## src/verilog/fbe_pkg.sv

```systemverilog
// constants, register map and types of the flash block-erase sequencer
package fbe_pkg;
    localparam logic [7:0] ADDR_STATUS = 8'h00;
    localparam logic [7:0] ADDR_INDEX = 8'h04;
    localparam logic [7:0] ADDR_PROT = 8'h08;
    localparam logic [7:0] ADDR_PARAM = 8'h0C;
    localparam logic [7:0] ADDR_TIMING = 8'h10;
    localparam int STAT_COMMAND_COMPLETE_FLAG = 7;
    localparam int STAT_ACCESS_ERROR_FLAG = 5;
    localparam int STAT_PROTECTION_VIOLATION_FLAG = 4;
    localparam int STAT_VERR = 1;
    localparam int STAT_VFATAL = 0;
    localparam int PROT_OPEN = 7;
    localparam int PROT_RNV = 6;
    localparam int PROT_HDIS = 5;
    localparam int PROT_HS_LSB = 3;
    localparam int PROT_LDIS = 2;
    localparam int PROT_LS_LSB = 0;
    localparam logic [15:0] CMD_BLOCK_ERASE = 16'h0009;
    localparam logic [2:0] IDX_LAST = 3'h1;
    localparam logic [1:0] PF_BLOCK_SEL = 2'h3;
    localparam logic [1:0] DF_BLOCK_SEL = 2'h0;
    localparam logic [7:0] PROT_RST = 8'h7F;
    localparam logic [7:0] PROT_FAULT = 8'h7F;
    // allowed scenario moves, bit [from*8+to], scenario = {open, hdis, ldis}
    localparam logic [63:0] SCN_ALLOWED = 64'hFF5A3C18080C0A0F;
    localparam logic [15:0] ERASE_CYC_RST = 16'h0400;
    localparam logic [15:0] VERIFY_CYC_RST = 16'h0100;
    localparam logic [1:0] LOAD_CYC = 2'h3;
    typedef enum logic [2:0] {ST_LOAD, ST_IDLE, ST_CHECK, ST_ERASE, ST_VERIFY} fbe_state_t;
endpackage

```

## src/verilog/fbe_busy_timer.sv

```systemverilog
// down counter that models a multi-cycle array operation
`timescale 1ns/1ps
module fbe_busy_timer
    import fbe_pkg::*;
(
    input wire logic clock,
    input wire logic rst_b,
    input wire logic start,
    input wire logic [15:0] cycles,
    output logic busy,
    output logic done
);
    logic [15:0] cnt_ff;
    logic [15:0] nxt_cnt;

    always_comb
    begin
        nxt_cnt = cnt_ff;
        if (start)
            // zero would never finish, so it counts as one
            nxt_cnt = (cycles == 16'h0000) ? 16'h0001 : cycles;
        else if (cnt_ff != 16'h0000)
            nxt_cnt = cnt_ff - 16'h0001;
    end

    always_ff @(posedge clock)
    begin
        if (!rst_b)
            cnt_ff <= 16'h0000;
        else
            cnt_ff <= nxt_cnt;
    end

    assign busy = (cnt_ff != 16'h0000);
    assign done = (cnt_ff == 16'h0001);
endmodule

```

## src/verilog/fbe_prot_dec.sv

```systemverilog
// decoder and write filter for the program-flash protection register
`timescale 1ns/1ps
module fbe_prot_dec
    import fbe_pkg::*;
(
    input wire logic [7:0] cur,
    input wire logic [7:0] wdata,
    output logic any_prot,
    output logic accept,
    output logic [7:0] merged
);
    logic [2:0] cur_scn;
    logic [2:0] new_scn;

    always_comb
    begin
        merged = cur;
        merged[PROT_OPEN] = wdata[PROT_OPEN];
        merged[PROT_HDIS] = wdata[PROT_HDIS];
        merged[PROT_LDIS] = wdata[PROT_LDIS];
        // sizes only move while their range is disabled
        if (cur[PROT_HDIS])
            merged[PROT_HS_LSB +: 2] = wdata[PROT_HS_LSB +: 2];
        if (cur[PROT_LDIS])
            merged[PROT_LS_LSB +: 2] = wdata[PROT_LS_LSB +: 2];
        cur_scn = {cur[PROT_OPEN], cur[PROT_HDIS], cur[PROT_LDIS]};
        new_scn = {merged[PROT_OPEN], merged[PROT_HDIS], merged[PROT_LDIS]};
        accept = SCN_ALLOWED[{cur_scn, new_scn}];
        // open with both ranges off is the only unprotected case
        any_prot = (cur_scn != 3'h7);
    end
endmodule

```

## src/verilog/fbe_top.sv

```systemverilog
// flash block-erase sequencer with protection register and apb slave
`timescale 1ns/1ps
module fbe_top
    import fbe_pkg::*;
(
    input wire logic clock,
    input wire logic rst_b,
    input wire logic psel,
    input wire logic penable,
    input wire logic pwrite,
    input wire logic [7:0] paddr,
    input wire logic [31:0] pwdata,
    output logic [31:0] prdata,
    output logic pready,
    output logic pslverr,
    input wire logic cmd_permitted,
    input wire logic [7:0] nvm_prot_byte,
    input wire logic nvm_prot_fault,
    input wire logic verify_err,
    input wire logic verify_fatal,
    output logic erase_active,
    output logic erase_dflash,
    output logic [17:0] erase_addr,
    output logic verify_active
);
    // pins from the array side pass two flops first
    logic [11:0] sync1_ff;
    logic [11:0] sync2_ff;
    always_ff @(posedge clock)
    begin
        if (!rst_b)
        begin
            sync1_ff <= 12'h000;
            sync2_ff <= 12'h000;
        end
        else
        begin
            sync1_ff <= {cmd_permitted, nvm_prot_fault, verify_err, verify_fatal, nvm_prot_byte};
            sync2_ff <= sync1_ff;
        end
    end
    logic s_permit;
    logic s_fault;
    logic s_verr;
    logic s_vfatal;
    logic [7:0] s_byte;
    assign {s_permit, s_fault, s_verr, s_vfatal, s_byte} = sync2_ff;

    fbe_state_t state_ff, nxt_state;
    logic command_complete_flag_ff, nxt_command_complete_flag;
    logic access_error_flag_ff, nxt_access_error_flag;
    logic protection_violation_flag_ff, nxt_protection_violation_flag;
    logic verr_ff, nxt_verr;
    logic vfatal_ff, nxt_vfatal;
    logic [2:0] index_ff, nxt_index;
    logic [15:0] word0_ff, nxt_word0;
    logic [15:0] word1_ff, nxt_word1;
    logic [7:0] prot_ff, nxt_prot;
    logic [15:0] erase_cyc_ff, nxt_erase_cyc;
    logic [15:0] verify_cyc_ff, nxt_verify_cyc;
    logic [1:0] load_cnt_ff, nxt_load_cnt;
    logic [31:0] prdata_ff, nxt_prdata;
    logic pready_ff, nxt_pready;
    logic pslverr_ff, nxt_pslverr;
    logic erase_act_ff, nxt_erase_act;
    logic erase_df_ff, nxt_erase_df;
    logic [17:0] erase_addr_ff, nxt_erase_addr;
    logic verify_act_ff, nxt_verify_act;

    logic any_prot;
    logic prot_accept;
    logic [7:0] prot_merged;
    fbe_prot_dec u_dec (
        .cur(prot_ff),
        .wdata(pwdata[7:0]),
        .any_prot(any_prot),
        .accept(prot_accept),
        .merged(prot_merged)
    );

    logic tmr_start;
    logic [15:0] tmr_cycles;
    logic tmr_busy;
    logic tmr_done;
    fbe_busy_timer u_tmr (
        .clock(clock),
        .rst_b(rst_b),
        .start(tmr_start),
        .cycles(tmr_cycles),
        .busy(tmr_busy),
        .done(tmr_done)
    );

    logic setup;
    logic wr;
    logic mapped;
    logic launch;
    logic [17:0] gaddr;
    logic is_pf;
    logic is_df;
    logic bad_addr;
    logic unaligned;
    assign setup = psel && !penable;
    assign wr = psel && penable && pready_ff && pwrite && command_complete_flag_ff;
    assign mapped = (paddr == ADDR_STATUS) || (paddr == ADDR_INDEX) || (paddr == ADDR_PROT)
        || (paddr == ADDR_PARAM) || (paddr == ADDR_TIMING);
    // new launch refused while an access error or protection violation is still flagged
    assign launch = wr && (paddr == ADDR_STATUS) && pwdata[STAT_COMMAND_COMPLETE_FLAG] && !access_error_flag_ff
        && !protection_violation_flag_ff;
    assign gaddr = {word0_ff[1:0], word1_ff};
    assign is_pf = (gaddr[17:16] == PF_BLOCK_SEL);
    assign is_df = (gaddr[17:16] == DF_BLOCK_SEL);
    assign bad_addr = !is_pf && !is_df;
    assign unaligned = (is_pf && (gaddr[2:0] != 3'h0)) || (is_df && gaddr[0]);

    always_comb
    begin
        nxt_state = state_ff;
        nxt_command_complete_flag = command_complete_flag_ff;
        nxt_access_error_flag = access_error_flag_ff;
        nxt_protection_violation_flag = protection_violation_flag_ff;
        nxt_verr = verr_ff;
        nxt_vfatal = vfatal_ff;
        nxt_prot = prot_ff;
        nxt_load_cnt = load_cnt_ff;
        nxt_erase_act = erase_act_ff;
        nxt_erase_df = erase_df_ff;
        nxt_erase_addr = erase_addr_ff;
        nxt_verify_act = verify_act_ff;
        tmr_start = 1'b0;
        tmr_cycles = erase_cyc_ff;
        // flag clears by software; hardware sets below override them
        if (wr && (paddr == ADDR_STATUS))
        begin
            if (pwdata[STAT_ACCESS_ERROR_FLAG])
                nxt_access_error_flag = 1'b0;
            if (pwdata[STAT_PROTECTION_VIOLATION_FLAG])
                nxt_protection_violation_flag = 1'b0;
        end
        if (wr && (paddr == ADDR_PROT) && prot_accept)
            nxt_prot = prot_merged;
        case (state_ff)
            ST_LOAD:
            begin
                // wait until the stored byte has crossed the synchroniser
                nxt_load_cnt = load_cnt_ff + 2'h1;
                if (load_cnt_ff == LOAD_CYC)
                begin
                    nxt_prot = s_fault ? PROT_FAULT : s_byte;
                    nxt_command_complete_flag = 1'b1;
                    nxt_state = ST_IDLE;
                end
            end
            ST_IDLE:
            begin
                if (launch)
                begin
                    nxt_command_complete_flag = 1'b0;
                    nxt_verr = 1'b0;
                    nxt_vfatal = 1'b0;
                    nxt_state = ST_CHECK;
                end
            end
            ST_CHECK:
            begin
                if ((index_ff != IDX_LAST) || !s_permit || bad_addr || unaligned
                    || (word0_ff[15:8] != CMD_BLOCK_ERASE[7:0]))
                begin
                    nxt_access_error_flag = 1'b1;
                    nxt_command_complete_flag = 1'b1;
                    nxt_state = ST_IDLE;
                end
                else if (is_pf && any_prot)
                begin
                    nxt_protection_violation_flag = 1'b1;
                    nxt_command_complete_flag = 1'b1;
                    nxt_state = ST_IDLE;
                end
                else
                begin
                    tmr_start = 1'b1;
                    nxt_erase_act = 1'b1;
                    nxt_erase_df = is_df;
                    nxt_erase_addr = gaddr;
                    nxt_state = ST_ERASE;
                end
            end
            ST_ERASE:
            begin
                if (tmr_done)
                begin
                    tmr_start = 1'b1;
                    tmr_cycles = verify_cyc_ff;
                    nxt_erase_act = 1'b0;
                    nxt_verify_act = 1'b1;
                    nxt_state = ST_VERIFY;
                end
            end
            ST_VERIFY:
            begin
                if (tmr_done)
                begin
                    nxt_verr = s_verr || s_vfatal;
                    nxt_vfatal = s_vfatal;
                    nxt_verify_act = 1'b0;
                    nxt_command_complete_flag = 1'b1;
                    nxt_state = ST_IDLE;
                end
            end
            default:
                nxt_state = ST_LOAD;
        endcase
    end

    always_ff @(posedge clock)
    begin
        if (!rst_b)
        begin
            state_ff <= ST_LOAD;
            command_complete_flag_ff <= 1'b0;
            access_error_flag_ff <= 1'b0;
            protection_violation_flag_ff <= 1'b0;
            verr_ff <= 1'b0;
            vfatal_ff <= 1'b0;
            prot_ff <= PROT_RST;
            load_cnt_ff <= 2'h0;
            erase_act_ff <= 1'b0;
            erase_df_ff <= 1'b0;
            erase_addr_ff <= 18'h00000;
            verify_act_ff <= 1'b0;
        end
        else
        begin
            state_ff <= nxt_state;
            command_complete_flag_ff <= nxt_command_complete_flag;
            access_error_flag_ff <= nxt_access_error_flag;
            protection_violation_flag_ff <= nxt_protection_violation_flag;
            verr_ff <= nxt_verr;
            vfatal_ff <= nxt_vfatal;
            prot_ff <= nxt_prot;
            load_cnt_ff <= nxt_load_cnt;
            erase_act_ff <= nxt_erase_act;
            erase_df_ff <= nxt_erase_df;
            erase_addr_ff <= nxt_erase_addr;
            verify_act_ff <= nxt_verify_act;
        end
    end

    // apb: read data registered in setup, one-cycle access phase
    always_comb
    begin
        nxt_index = index_ff;
        nxt_word0 = word0_ff;
        nxt_word1 = word1_ff;
        nxt_erase_cyc = erase_cyc_ff;
        nxt_verify_cyc = verify_cyc_ff;
        nxt_pready = setup;
        nxt_pslverr = setup && !mapped;
        nxt_prdata = 32'h0000_0000;
        if (wr && (paddr == ADDR_INDEX))
            nxt_index = pwdata[2:0];
        if (wr && (paddr == ADDR_PARAM) && (index_ff == 3'h0))
            nxt_word0 = pwdata[15:0];
        if (wr && (paddr == ADDR_PARAM) && (index_ff == IDX_LAST))
            nxt_word1 = pwdata[15:0];
        if (wr && (paddr == ADDR_TIMING))
        begin
            nxt_erase_cyc = pwdata[15:0];
            nxt_verify_cyc = pwdata[31:16];
        end
        if (setup && !pwrite)
        begin
            case (paddr)
                ADDR_STATUS:
                begin
                    nxt_prdata[STAT_COMMAND_COMPLETE_FLAG] = command_complete_flag_ff;
                    nxt_prdata[STAT_ACCESS_ERROR_FLAG] = access_error_flag_ff;
                    nxt_prdata[STAT_PROTECTION_VIOLATION_FLAG] = protection_violation_flag_ff;
                    nxt_prdata[STAT_VERR] = verr_ff;
                    nxt_prdata[STAT_VFATAL] = vfatal_ff;
                end
                ADDR_INDEX: nxt_prdata[2:0] = index_ff;
                ADDR_PROT: nxt_prdata[7:0] = prot_ff;
                ADDR_PARAM:
                    nxt_prdata[15:0] = (index_ff == 3'h0) ? word0_ff
                        : ((index_ff == IDX_LAST) ? word1_ff : 16'h0000);
                ADDR_TIMING: nxt_prdata = {verify_cyc_ff, erase_cyc_ff};
                default: nxt_prdata = 32'h0000_0000;
            endcase
        end
    end

    always_ff @(posedge clock)
    begin
        if (!rst_b)
        begin
            index_ff <= 3'h0;
            word0_ff <= 16'h0000;
            word1_ff <= 16'h0000;
            erase_cyc_ff <= ERASE_CYC_RST;
            verify_cyc_ff <= VERIFY_CYC_RST;
            prdata_ff <= 32'h0000_0000;
            pready_ff <= 1'b0;
            pslverr_ff <= 1'b0;
        end
        else
        begin
            index_ff <= nxt_index;
            word0_ff <= nxt_word0;
            word1_ff <= nxt_word1;
            erase_cyc_ff <= nxt_erase_cyc;
            verify_cyc_ff <= nxt_verify_cyc;
            prdata_ff <= nxt_prdata;
            pready_ff <= nxt_pready;
            pslverr_ff <= nxt_pslverr;
        end
    end

    assign prdata = prdata_ff;
    assign pready = pready_ff;
    assign pslverr = pslverr_ff;
    assign erase_active = erase_act_ff;
    assign erase_dflash = erase_df_ff;
    assign erase_addr = erase_addr_ff;
    assign verify_active = verify_act_ff;
endmodule

```

## config.mk

```make
export PLATFORM = sky130hd
export DESIGN_NAME = fbe_top
export DESIGN_NICKNAME = d
export VERILOG_FILES = /design/src/verilog/fbe_pkg.sv /design/src/verilog/fbe_busy_timer.sv /design/src/verilog/fbe_prot_dec.sv /design/src/verilog/fbe_top.sv
export SDC_FILE = /design/constraint.sdc
export NUM_CORES = 1
export LEC_CHECK = 0
export BUFFER_PORTS_ARGS = -buffer_cell sky130_fd_sc_hd__buf_2
export CAP_MARGIN = 0
export CELL_PAD_IN_SITES_DETAIL_PLACEMENT = 0
export CELL_PAD_IN_SITES_GLOBAL_PLACEMENT = 1
export CORE_AREA = 2 2 107 187
export CTS_CLUSTER_DIAMETER = 60
export DETAILED_ROUTE_END_ITERATION = 8
export DIE_AREA = 0 0 109 189
export HOLD_SLACK_MARGIN = 0.06
export PLACE_DENSITY = 0.71
export SLEW_MARGIN = 25
export SYNTH_ARGS = -nofsm -noshare
export SYNTH_HDL_FRONTEND = slang
export SYNTH_SLANG_ARGS = --single-unit
```

## constraint.sdc

```tcl
create_clock -name clock -period 2.9 [get_ports clock]
set_input_delay 0.29 -clock clock [delete_from_list [all_inputs] [get_ports clock]]
set_output_delay 0.29 -clock clock [all_outputs]
set_load 0.02 [all_outputs]
```

Word-level counts from Yosys, hierarchy flattened --
Memory sizes are Yosys's and may differ from the RTL's. Cells that the tools add are included. W data, S select, Z words.
Storage, ports and cells: memories 1, register bits 180, input bits 57, output and inout port bits 55, ROM bits 64
Operators by class: bitwise gates (word level) 2, muxes and demuxes 56, order comparisons 1, $add $sub $neg 2, reduce and logical (&&, ||, !) cells 60, equality and inequality tests 22
Memories:
- (no name shown) | words 64, width 1, read ports 1, clocked after memory_dff 0, wr ports 0, line fbe_prot_dec.sv:28 | accept = SCN_ALLOWED[{cur_scn, new_scn}];
Operators by type and width (number):
- $mux W16 | 7
- $mux W8 | 4
- $mux W1 | 23
- $logic_and A1 B1 Y1 | 22
- $eq A16 B1 Y1 const B | 1
- $eq A8 B4 Y1 const B | 2
- $logic_not A16 Y1 | 1
- $pmux W8 S2 | 1
- $reduce_bool A16 Y1 | 1
- $sub A16 B1 Y16 const B | 1
- $pmux W3 S5 | 1
- $mux W3 | 4
- $ne A2 B2 Y1 const B | 6
- $pmux W1 S4 | 3
- $reduce_and A3 Y1 | 4
- $logic_or A1 B1 Y1 | 10
- $pmux W1 S2 | 5
- $pmux W2 S5 | 1
- $eq A8 B3 Y1 const B | 1
- $eq A8 B5 Y1 const B | 1
- $logic_not A1 Y1 | 8
- $logic_not A8 Y1 | 1
- $mux W2 | 4
- $ne A8 B4 Y1 const B | 1
- other kinds (19) | 30

Logic depth before layout (Yosys ltp) --
Gate-level depths: netlist of run 1.
word-level depth 10, mapped depth 9, depth with buffers taken out 7

Modules after synthesis --
From an unflattened synthesis of run 1, not the netlist that was laid out.
Second synthesis, totals: cell total of the unflattened synthesis 869, area, all modules 7862.5 um^2
By module, submodules not included:
- fbe_top | cells an instance 723, area each 6687.7 um^2, times used 1
- fbe_busy_timer | cells an instance 120, area each 964.7 um^2, times used 1
- fbe_prot_dec | cells an instance 26, area each 210.2 um^2, times used 1

Worst setup path after synthesis of run 1 --
No wires, ideal clock.
path type flip-flop to flip-flop, from register word0_ff[0], to register erase_addr_ff[15], in the netlist erase_addr[15], path buffers 2, period minus slack after synthesis 2126 ps, setup time 132 ps, path slack 774 ps, cell stages (with the launch flop) 10, data arrival time 1993 ps, path through dfxtp_1 inv_1 ha_1 nor2_1 nand4_1 or4b_1 clkbuf_1 clkbuf_1 nand2_1 a21oi_1
Between the ends: cells in the longest elaborated chain, start to end 8
RTL lines:
- start, declared | line fbe_top.sv:56 | logic [15:0] word0_ff, nxt_word0;
- start signal, assigned | line fbe_top.sv:309 | word0_ff <= nxt_word0;
- $eq A2 B2 Y1 or $logic_not A2 Y1 (tied branches) | line fbe_top.sv:111, fbe_top.sv:112
- $logic_not A1 Y1 | line fbe_top.sv:113 | assign bad_addr = !is_pf && !is_df;
- $logic_and A1 B1 Y1 | line fbe_top.sv:113
- $logic_or A1 B1 Y1 (2 in series) | line fbe_top.sv:166 | if ((index_ff != IDX_LAST) || !s_permit || bad_addr || unaligned
- $logic_or A1 B1 Y1 | line fbe_top.sv:167 | || (word0_ff[15:8] != CMD_BLOCK_ERASE[7:0]))
- $not A1 Y1 (no source line)
- $reduce_and A3 Y1 (no source line) (*)
- end signal, assigned | line fbe_top.sv:244 | erase_addr_ff <= nxt_erase_addr;
- end, declared | line fbe_top.sv:67 | logic [17:0] erase_addr_ff, nxt_erase_addr;
Every way passes the cells marked *; elsewhere a longest branch is shown, timed or not. A chain may end at the register's enable or synchronous reset.

Final worst setup path of run 1 --
from register word0_ff[0], to register u_tmr.cnt_ff[13]
Between the ends: cells in the longest elaborated chain, start to end 9
RTL lines:
- $eq A2 B2 Y1 or $logic_not A2 Y1 (tied branches) | line fbe_top.sv:111, fbe_top.sv:112
- $logic_not A1 Y1 | line fbe_top.sv:113
- $logic_and A1 B1 Y1 | line fbe_top.sv:113
- $logic_or A1 B1 Y1 (2 in series) | line fbe_top.sv:166
- $logic_or A1 B1 Y1 | line fbe_top.sv:167
- $mux W1 (*) | line fbe_top.sv:166
- $pmux W1 S2 (*) | line fbe_top.sv:142 | case (state_ff)
- $mux W16 or $reduce_bool A2 Y1 (tied branches)
- end signal, assigned | line fbe_busy_timer.sv:31 | cnt_ff <= nxt_cnt;
- end, declared | line fbe_busy_timer.sv:13 | logic [15:0] cnt_ff;
Marks and branches as above.

==> impl_summary.md, run 1 <==
Logic synthesis
Ranked by total cell area, the synthesized netlist is headed by dfxtp_1, nand2_1, a21oi_1, nand3_1, o21ai_0. By count the netlist is led by dfxtp_1, nand2_1, a21oi_1. The netlist area before placement is 0.00749 mm^2. In this run, synthesis inferred 0 flip-flops with an integrated enable. The mean instance size in the synthesized netlist is 8.61 um^2. In the synthesized netlist the dominant register cell turns out to be dfxtp_1.

The number of storage elements in the synthesis netlist is 180. Of the synthesized area, sequential elements account for 48.1%. Of the post-synthesis cell area, the dominant cell type holds 48.1%.

The share of flip-flops with an asynchronous set or reset after synthesis is 0%. Counting every net in the synthesized netlist gives 935. The number of warnings issued by yosys is 0. Synthesis produced a netlist whose cell count is 870. The number of different library cells in the post-synthesis netlist is 72. The cell taking the most area after synthesis is dfxtp_1. The cell with the most instances after synthesis is dfxtp_1.

Die
The count of pins on the block boundary is 112. After floorplanning, the core was sized to cover 0.0190 mm^2. The y dimension of the die is 189 um.

The floorplan has 67 rows. For this configuration, the core starts out at a cell density of 39.4%. The die footprint is 0.0206 mm^2. The die is 109 um wide.

STA
For the final database, setup skew stands at 0.00857 ns. The smallest clock period supported by the final layout is computed as 2.44 ns. The final worst slack is 0.461 ns.

The maximum frequency from static timing analysis is 0.410 GHz. Dividing the final minimum period by the clock period gives 84.1%. Setup violations remaining at the end of the flow were counted as 0. The transition at the pin with the smallest max-transition slack is 0.652 ns. The remaining max-slew budget at the tightest pin is 56.2%. For the final routed database, the setup TNS stands at 0 ns. The final-report hold violation count came to 0. Setup repair after global routing left no endpoint under its margin. The final number of max-transition violations was 0.

GRT
The global-route wire length before repair is 34600 um. Across every metal layer, demand over resource in global routing totals 22.2%. For this run the aggregate overflow at the end of global routing stands at 0.

The via count of the first global-routing pass is 6451. The fraction of met2 tracks used by global routing is 41.0%. The number of antenna violations at the first check in global routing is 0. For this run, global-route usage on met1 was measured as 24.0%. The met3 demand-to-capacity share in global routing is 4.17%. Entering global routing, the biggest net connects 52 pins. The layer carrying the most global-route usage is met2.

Drt
The mean number of vias per cell is 5.34. The via count of the routed design is 6641. After detailed routing, the number of remaining DRC violations is 0.

The wire length after detailed routing is 22100 um. Dividing the detail-routed wire length by the instance count gives 17.8 um. The number of DRC violations after detailed-routing iteration 0 is 269. The first-pass iteration count of the detailed router is 5.

The detail route stage leaves a number of antenna-violating nets equal to 0.

Setup path
The startpoint kind of the worst setup timing path is a register. The kind of end point of the critical path is a register. The critical path's largest stage delay is 0.71 ns. The slowest stage of the critical path belongs to the cell or4b_1.

The signal on the critical path passes through inv_1 > ha_1 > nor2_1 > nand4_1 > or4b_1 > nand3_1 > o22ai_1. In this run the worst path has a maximum fanout of 7. STA puts the critical path data arrival time at 2.72 ns. The class of the most critical setup path is reg2reg. The endpoint required time on the critical path is 3.18 ns.

The critical path starts at word0_ff[0]$_SDFFE_PN0P_. The beginning of the worst register-to-register path is word0_ff[0]$_SDFFE_PN0P_.

Clock network
After clock tree synthesis, the clock-pin slew on the worst setup and hold paths is 0.07 ns. The total CTS buffers is 17. TritonCTS built the clock tree.

The count of buffers added by post-CTS timing repair for setup is 0. The level count of the clock H-tree is 4. The clock passes through at most 2 buffers. The clock root buffer is clkbuf_16. For this design, the sink count on the clock tree is 180. The clock reaches the later pin of the worst-skew pair after 0.44 ns.

Finish
The filler cells instantiated in the layout total 1896. The number of antenna repair diodes is 0. The area of all placed cells without fillers is 0.00906 mm^2. Registers take 0.00360 mm^2. Summing all multi-input logic gate instances after layout gives 0.00361 mm^2. Compared with the post-synthesis result, the final layout area differs by 20.9%.

The net count reported at finish is 1055. The share of cells above drive strength 1 is 19.3%.

Power and ir drop
The worst IR drop on VDD is 469 uV. The total power after layout is 6240 uW. The leakage power is 0.00359 uW. The power density of the placed cells is 690 mW/mm^2.

Min path
The tightest min-delay check is of the in2reg type. The hold path startpoint is pwdata[26].

Status
The run finished with clean final reports.

Flow run
Across the run, the number of max-cap violations was 0.

Place
Port buffering added 111 buffers. After legalization and detailed placement, the total HPWL measured 16500 um. The placed instance area is 0.00836 mm^2.

The placer's final routability congestion estimate is 0.899. Before CTS, the worst setup slack after placement is 0.470 ns.
## flip-flops by register name, summed over array words and instances, names as in the netlist
name                          flops
u_tmr.cnt_ff                     16
word0_ff                         16
index_ff                          3
verify_active                     1
load_cnt_ff                       2
sync2_ff                         12
pready                            1
vfatal_ff                         1
access_error_flag_ff              1
erase_active                      1
pslverr                           1
prot_ff                           8
command_complete_flag_ff          1
word1_ff                         16
sync1_ff                         12
protection_violation_flag_ff      1
erase_addr                       18
erase_dflash                      1
prdata                           32
verr_ff                           1
verify_cyc_ff                    16
state_ff                          3
erase_cyc_ff                     16
## final cells by class
| class | instances | area share, % |
|---|---|---|
| inverters | 14 | 0.580 |
| multi-input cells | 622 | 39.9 |
| repair buffers | 155 | 10.1 |
| well taps | 241 | 3.33 |
| clock inverters | 12 | 1.48 |
| clock buffers | 19 | 4.78 |
| flip-flops and latches | 180 | 39.8 |
## critical path, delay by kind of cell, from the launching register on
family	cells	cell delay, ns
and+or+nand+nor	4	1.37
DFF	1	0.39
adders and majority gates	1	0.30
AOI/OAI and AO/OA	1	0.15
buffers and inverters	1	0.06
## placed cells by master, fill, tap and decap left out, drive strengths merged, types with 11 or more instances in the layout
cell	count
and2	28
buf	142
a21oi	70
nor3b	11
and3	16
nand2	155
mux2i	13
dfxtp	180
dlygate4sd3	13
nor4	21
nor3	15
o21ai	47
nor2	46
a22oi	21
clkbuf	19
nand3	48
inv	15
## metrics by stage
step | utilization [%] | hold slack (ns) | std cells
after CTS | 47.6 | 0.0674 | 1243
after detailed placement | 43.9 | 0.417 | 1199
after global routing | 47.6 | 0.0831 | 1243
final | 47.6 | 0.0841 | 1243
after floorplan | - | 0.412 | 870
after global placement | 43.9 | 0.413 | 1199
## worst paths after layout
path	end	cells after the start	slack, ns
max reg2reg	u_tmr.cnt_ff[13]$_SDFFE_PN0P_	7	0.46
max	u_tmr.cnt_ff[13]$_SDFFE_PN0P_	7	0.46
min	verify_cyc_ff[10]$_SDFFE_PN0P_	3	0.08
min reg2reg	sync2_ff[4]$_SDFF_PN0_	1	0.43
## where the power goes
group	total, uW	switching [uW]	internal [uW]	leakage (uW)
combinational	1200	652	545	0.00188
clock	2250	989	1260	0.000250
sequential	2800	178	2620	0.00146
total	6240	1820	4430	0.00359
## logic make-up (layout without fill, tap and decap cells)
group | count (synthesis) | count (layout) | share of synthesized area, %
compound gates | 193 | 193 | 16.0
xor+xnor | 15 | 15 | 1.75
fa+ha+maj | 8 | 8 | 1.34
buf+inv | 68 | 200 | 3.73
flops | 180 | 180 | 48.1
mux | 14 | 14 | 1.89
simple gates | 392 | 392 | 27.2
## timing repair
item / CTS / global route
hold buffers: 13 / 0
hold endpoints to repair: 13 / 0
resized for setup: 0 / 0
## layer usage
metal  up-vias  wire length [um]
met1      3142              8670
met5         -                 0
met2       135             12100
li1       3322                 -
met4         0               684
met3        42               616
(Power assumes the default switching activity.)
==> run 2, diff against run 1 <==
--- a/config.mk
+++ b/config.mk
@@ -9,10 +9,10 @@
 export CAP_MARGIN = 0
 export CELL_PAD_IN_SITES_DETAIL_PLACEMENT = 0
 export CELL_PAD_IN_SITES_GLOBAL_PLACEMENT = 1
-export CORE_AREA = 2 2 107 187
+export CORE_AREA = 2 2 110 191
 export CTS_CLUSTER_DIAMETER = 60
 export DETAILED_ROUTE_END_ITERATION = 8
-export DIE_AREA = 0 0 109 189
+export DIE_AREA = 0 0 112 193
 export HOLD_SLACK_MARGIN = 0.06
 export PLACE_DENSITY = 0.71
 export SLEW_MARGIN = 25
==> constraint.sdc (replaced) <==
create_clock -name clock -period 2.1 [get_ports clock]
set_input_delay 0.21 -clock clock [delete_from_list [all_inputs] [get_ports clock]]
set_output_delay 0.21 -clock clock [all_outputs]
set_load 0.02 [all_outputs]
==> run 2 against run 1 <==
Sequential power up 36%. First-iteration DRC count is 35% higher. Setup slack worse by 0.40 ns. Critical path type unchanged. Maximum frequency grew 19%. Highest routed layer unchanged. Clock power grew 53%. Register-to-register slack got worse by 0.40 ns. Count of clock-buffer cells in the layout shrank 2. Critical path depth stayed put. Clock skew rose by 0.0047 ns.
==> impl_summary.md, run 2 (synthesis results as in run 1) <==
Status
The flow ran to the end, and the final reports show no timing, DRC or antenna violations.

Clock network
Clock tree synthesis found a total of 180 sinks. The clock passes through at most 2 buffers. The level count of the clock H-tree is 4. The CTS tree is yes. The clock input transition at the sequential cells of the worst setup and hold paths is 0.08 ns.

The clock root buffer is clkbuf_16. TritonCTS created 17 clock buffers. At the later pin of the worst-skew pair, clock insertion delay measures 0.45 ns.

GRT
met2 is the most crowded layer. Entering global routing, the biggest net connects 52 pins. The number of antenna violations at the first check in global routing is 0. The fraction of met2 tracks used by global routing is 41.9%.

The first global-routing pass estimated 36800 um of wire. Across every metal layer, demand over resource in global routing totals 22.0%. The met3 demand-to-capacity share in global routing is 3.00%. The global-route congestion overflow total is 0. The via count of the first global-routing pass came to 6819. The met1 usage in global routing is 23.8%.

Finish
The area of all placed cells without fillers is 0.0102 mm^2. In the layout the commonest cells are dfxtp_1, nand2_1, buf_2, buf_4, a21oi_1. The final standard cell utilization of the core is 50.3%. After the last flow step, the layout net total stands at 1153. Counting the fill cells in the layout gives 1995. Relative to the synthesized area, the layout overhead comes to 35.7%.

The number of antenna repair diodes is 0. The share of cells above drive strength 1 is 26.4%. The register with the most flip-flops in the layout has 32 of them. The leading cell type in the layout, fill and taps excluded is dfxtp_1.

Die
During I/O placement, the number of pins put on the boundary was 112. For this configuration, the core starts out at a cell density of 37.1%. The y dimension of the die is 193 um. The area of the placeable core is 0.0202 mm^2. The number of rows created at floorplan is 69. The die footprint is 0.0216 mm^2.

From left edge to right edge, the die measures 112 um.

Setup path
In this run the worst path has a maximum fanout of 7. STA classifies the critical path startpoint as a register. The data arrival time of the critical path is 2.35 ns.

Measured in cells, the most critical reg-to-reg path has a length of 7. The category of cells accounting for the largest share of critical-path delay is simple AND/OR/NAND/NOR gates. STA puts the critical path data required time at 2.41 ns.

Together, buffers and inverters on the worst path number 2. The slowest stage of the critical path is the or3_4 cell. The critical path goes through buf_4 > nor4_4 > nand4_2 > or3_4 > buf_6 > mux2i_2 > o22ai_1. For flop-to-flop paths, the worst setup slack is 0.06 ns. By startpoint and endpoint, the worst setup path is classified as reg2reg. The worst reg2reg path endpoint is u_tmr.cnt_ff[11]$_SDFFE_PN0P_. The critical path's largest stage delay is 0.43 ns.

The worst register-to-register path begins at u_tmr.cnt_ff[4]$_SDFFE_PN0P_. The timing startpoint of the critical path is u_tmr.cnt_ff[4]$_SDFFE_PN0P_. The kind of end point of the critical path is a register.

STA
Headroom to the max-slew limit came out at 68.3%. For this run, the top clock speed supported by timing is 0.489 GHz. Setup repair after global routing could not meet its margin everywhere. The final worst slack is 0.0564 ns. Setup violations remaining at the end of the flow were counted as 0. Subtracting the final worst setup slack from the clock period gives 2.04 ns. The final number of max-transition violations is 0. The final critical path takes up 97.3% of the cycle. The final-report hold violation count is 0. Hold is met by 0.0778 ns.

At the pin with the least slew margin, the transition time is 0.471 ns. Between clock sinks in the finished design, the worst skew comes to 0.0132 ns.

Min path
The worst hold path was traced through 3 stages. The hold-critical path endpoint is erase_cyc_ff[4]$_SDFFE_PN0P_. In this run the most critical hold path is launched from pwdata[4].

The tightest min-delay check is of the in2reg type.

Drt
The wire length after detailed routing is 23700 um. After detailed routing, the average wire length per cell comes to 17.6 um. The final route contains 6998 vias.

The mean number of vias per cell is 5.19. The first-pass iteration count of the detailed router is 5. The number of DRC violations after detailed-routing iteration 0 is 362. For this run, design rule violations remaining after detail routing come to 0. The post-route antenna net violation count is 0.

Power and ir drop
The total power after layout is 9270 uW. The leakage power is 0.00417 uW. For this design the ratio of total power to cell area is 912 mW/mm^2. Across the VDD grid, the largest voltage drop is 653 uV.

Place
At the end of routability-driven placement, the weighted congestion stood at 0.867. The placed instance area is 0.00889 mm^2. Once detailed placement completed, the half-perimeter wirelength came to 17300 um. Timing analysis after detailed placement gives a worst setup slack of -0.0641 ns.

Buffers placed on the I/O ports in this run total 111.

Flow run
The tool flagged a number of max-cap violations equal to 0.
## run 2: how the worst max path moves through the flow
stage | to | slack, ns | cells after the start
2_1_floorplan | u_tmr.cnt_ff[5]$_SDFFE_PN0P_ | 0.004 | 9
3_3_place_gp | prdata[10]$_SDFF_PN0_ | -0.05 | 8
3_5_place_dp | prdata[10]$_SDFF_PN0_ | -0.06 | 8
4_1_cts | u_tmr.cnt_ff[0]$_SDFFE_PN0P_ | 0.004 | 8
5_1_grt | u_tmr.cnt_ff[8]$_SDFFE_PN0P_ | -0.02 | 8
6_report | u_tmr.cnt_ff[11]$_SDFFE_PN0P_ | 0.06 | 7
## run 2: worst reg2reg max path, stage by stage, from the launching register on
cell and delay [ns]:
dfxtp_2 0.34, buf_4 0.14, nor4_4 0.35, nand4_2 0.19, or3_4 0.43, buf_6 0.16, mux2i_2 0.19, o22ai_1 0.10
## run 2: metal layers
| metal | routed length [um] | part of all wire [%] |
|---|---|---|
| met1 | 9340 | 39 |
| met2 | 12900 | 54 |
| met3 | 667 | 2.8 |
| met4 | 824 | 3.5 |
| met5 | 0 | 0 |
## run 2: what timing repair did
item / in CTS / in global routing
hold endpoints to repair: 40 / 0
endpoints found under the setup margin: 22 / 37
resized for setup: 7 / 34
cloned: 1 / 1
pin swaps: 2 / 12
hold buffers: 39 / 0
buffers inserted: 3 / 2
## run 2: stage by stage
stage,instances,TNS (ns)
2_1_floorplan,870,0
3_3_place_gp,1271,-0.163
3_5_place_dp,1271,-0.440
4_1_cts,1345,0
5_1_grt,1348,-0.0387
6_report,1348,0
## run 2: cell type report
type	instances	area [um^2]	area share, %
tap	248	310	3.05
sequential	180	3610	35.5
timing repair buffer	253	1810	17.8
clock inverter	14	203	1.99
multi-input combinational	622	3750	36.9
clock buffer	17	425	4.19
inverter	14	52.6	0.517
## run 2: report_power, final
group	internal [uW]	switching, uW
combinational	998	1030
clock	2010	1440
sequential	3620	187
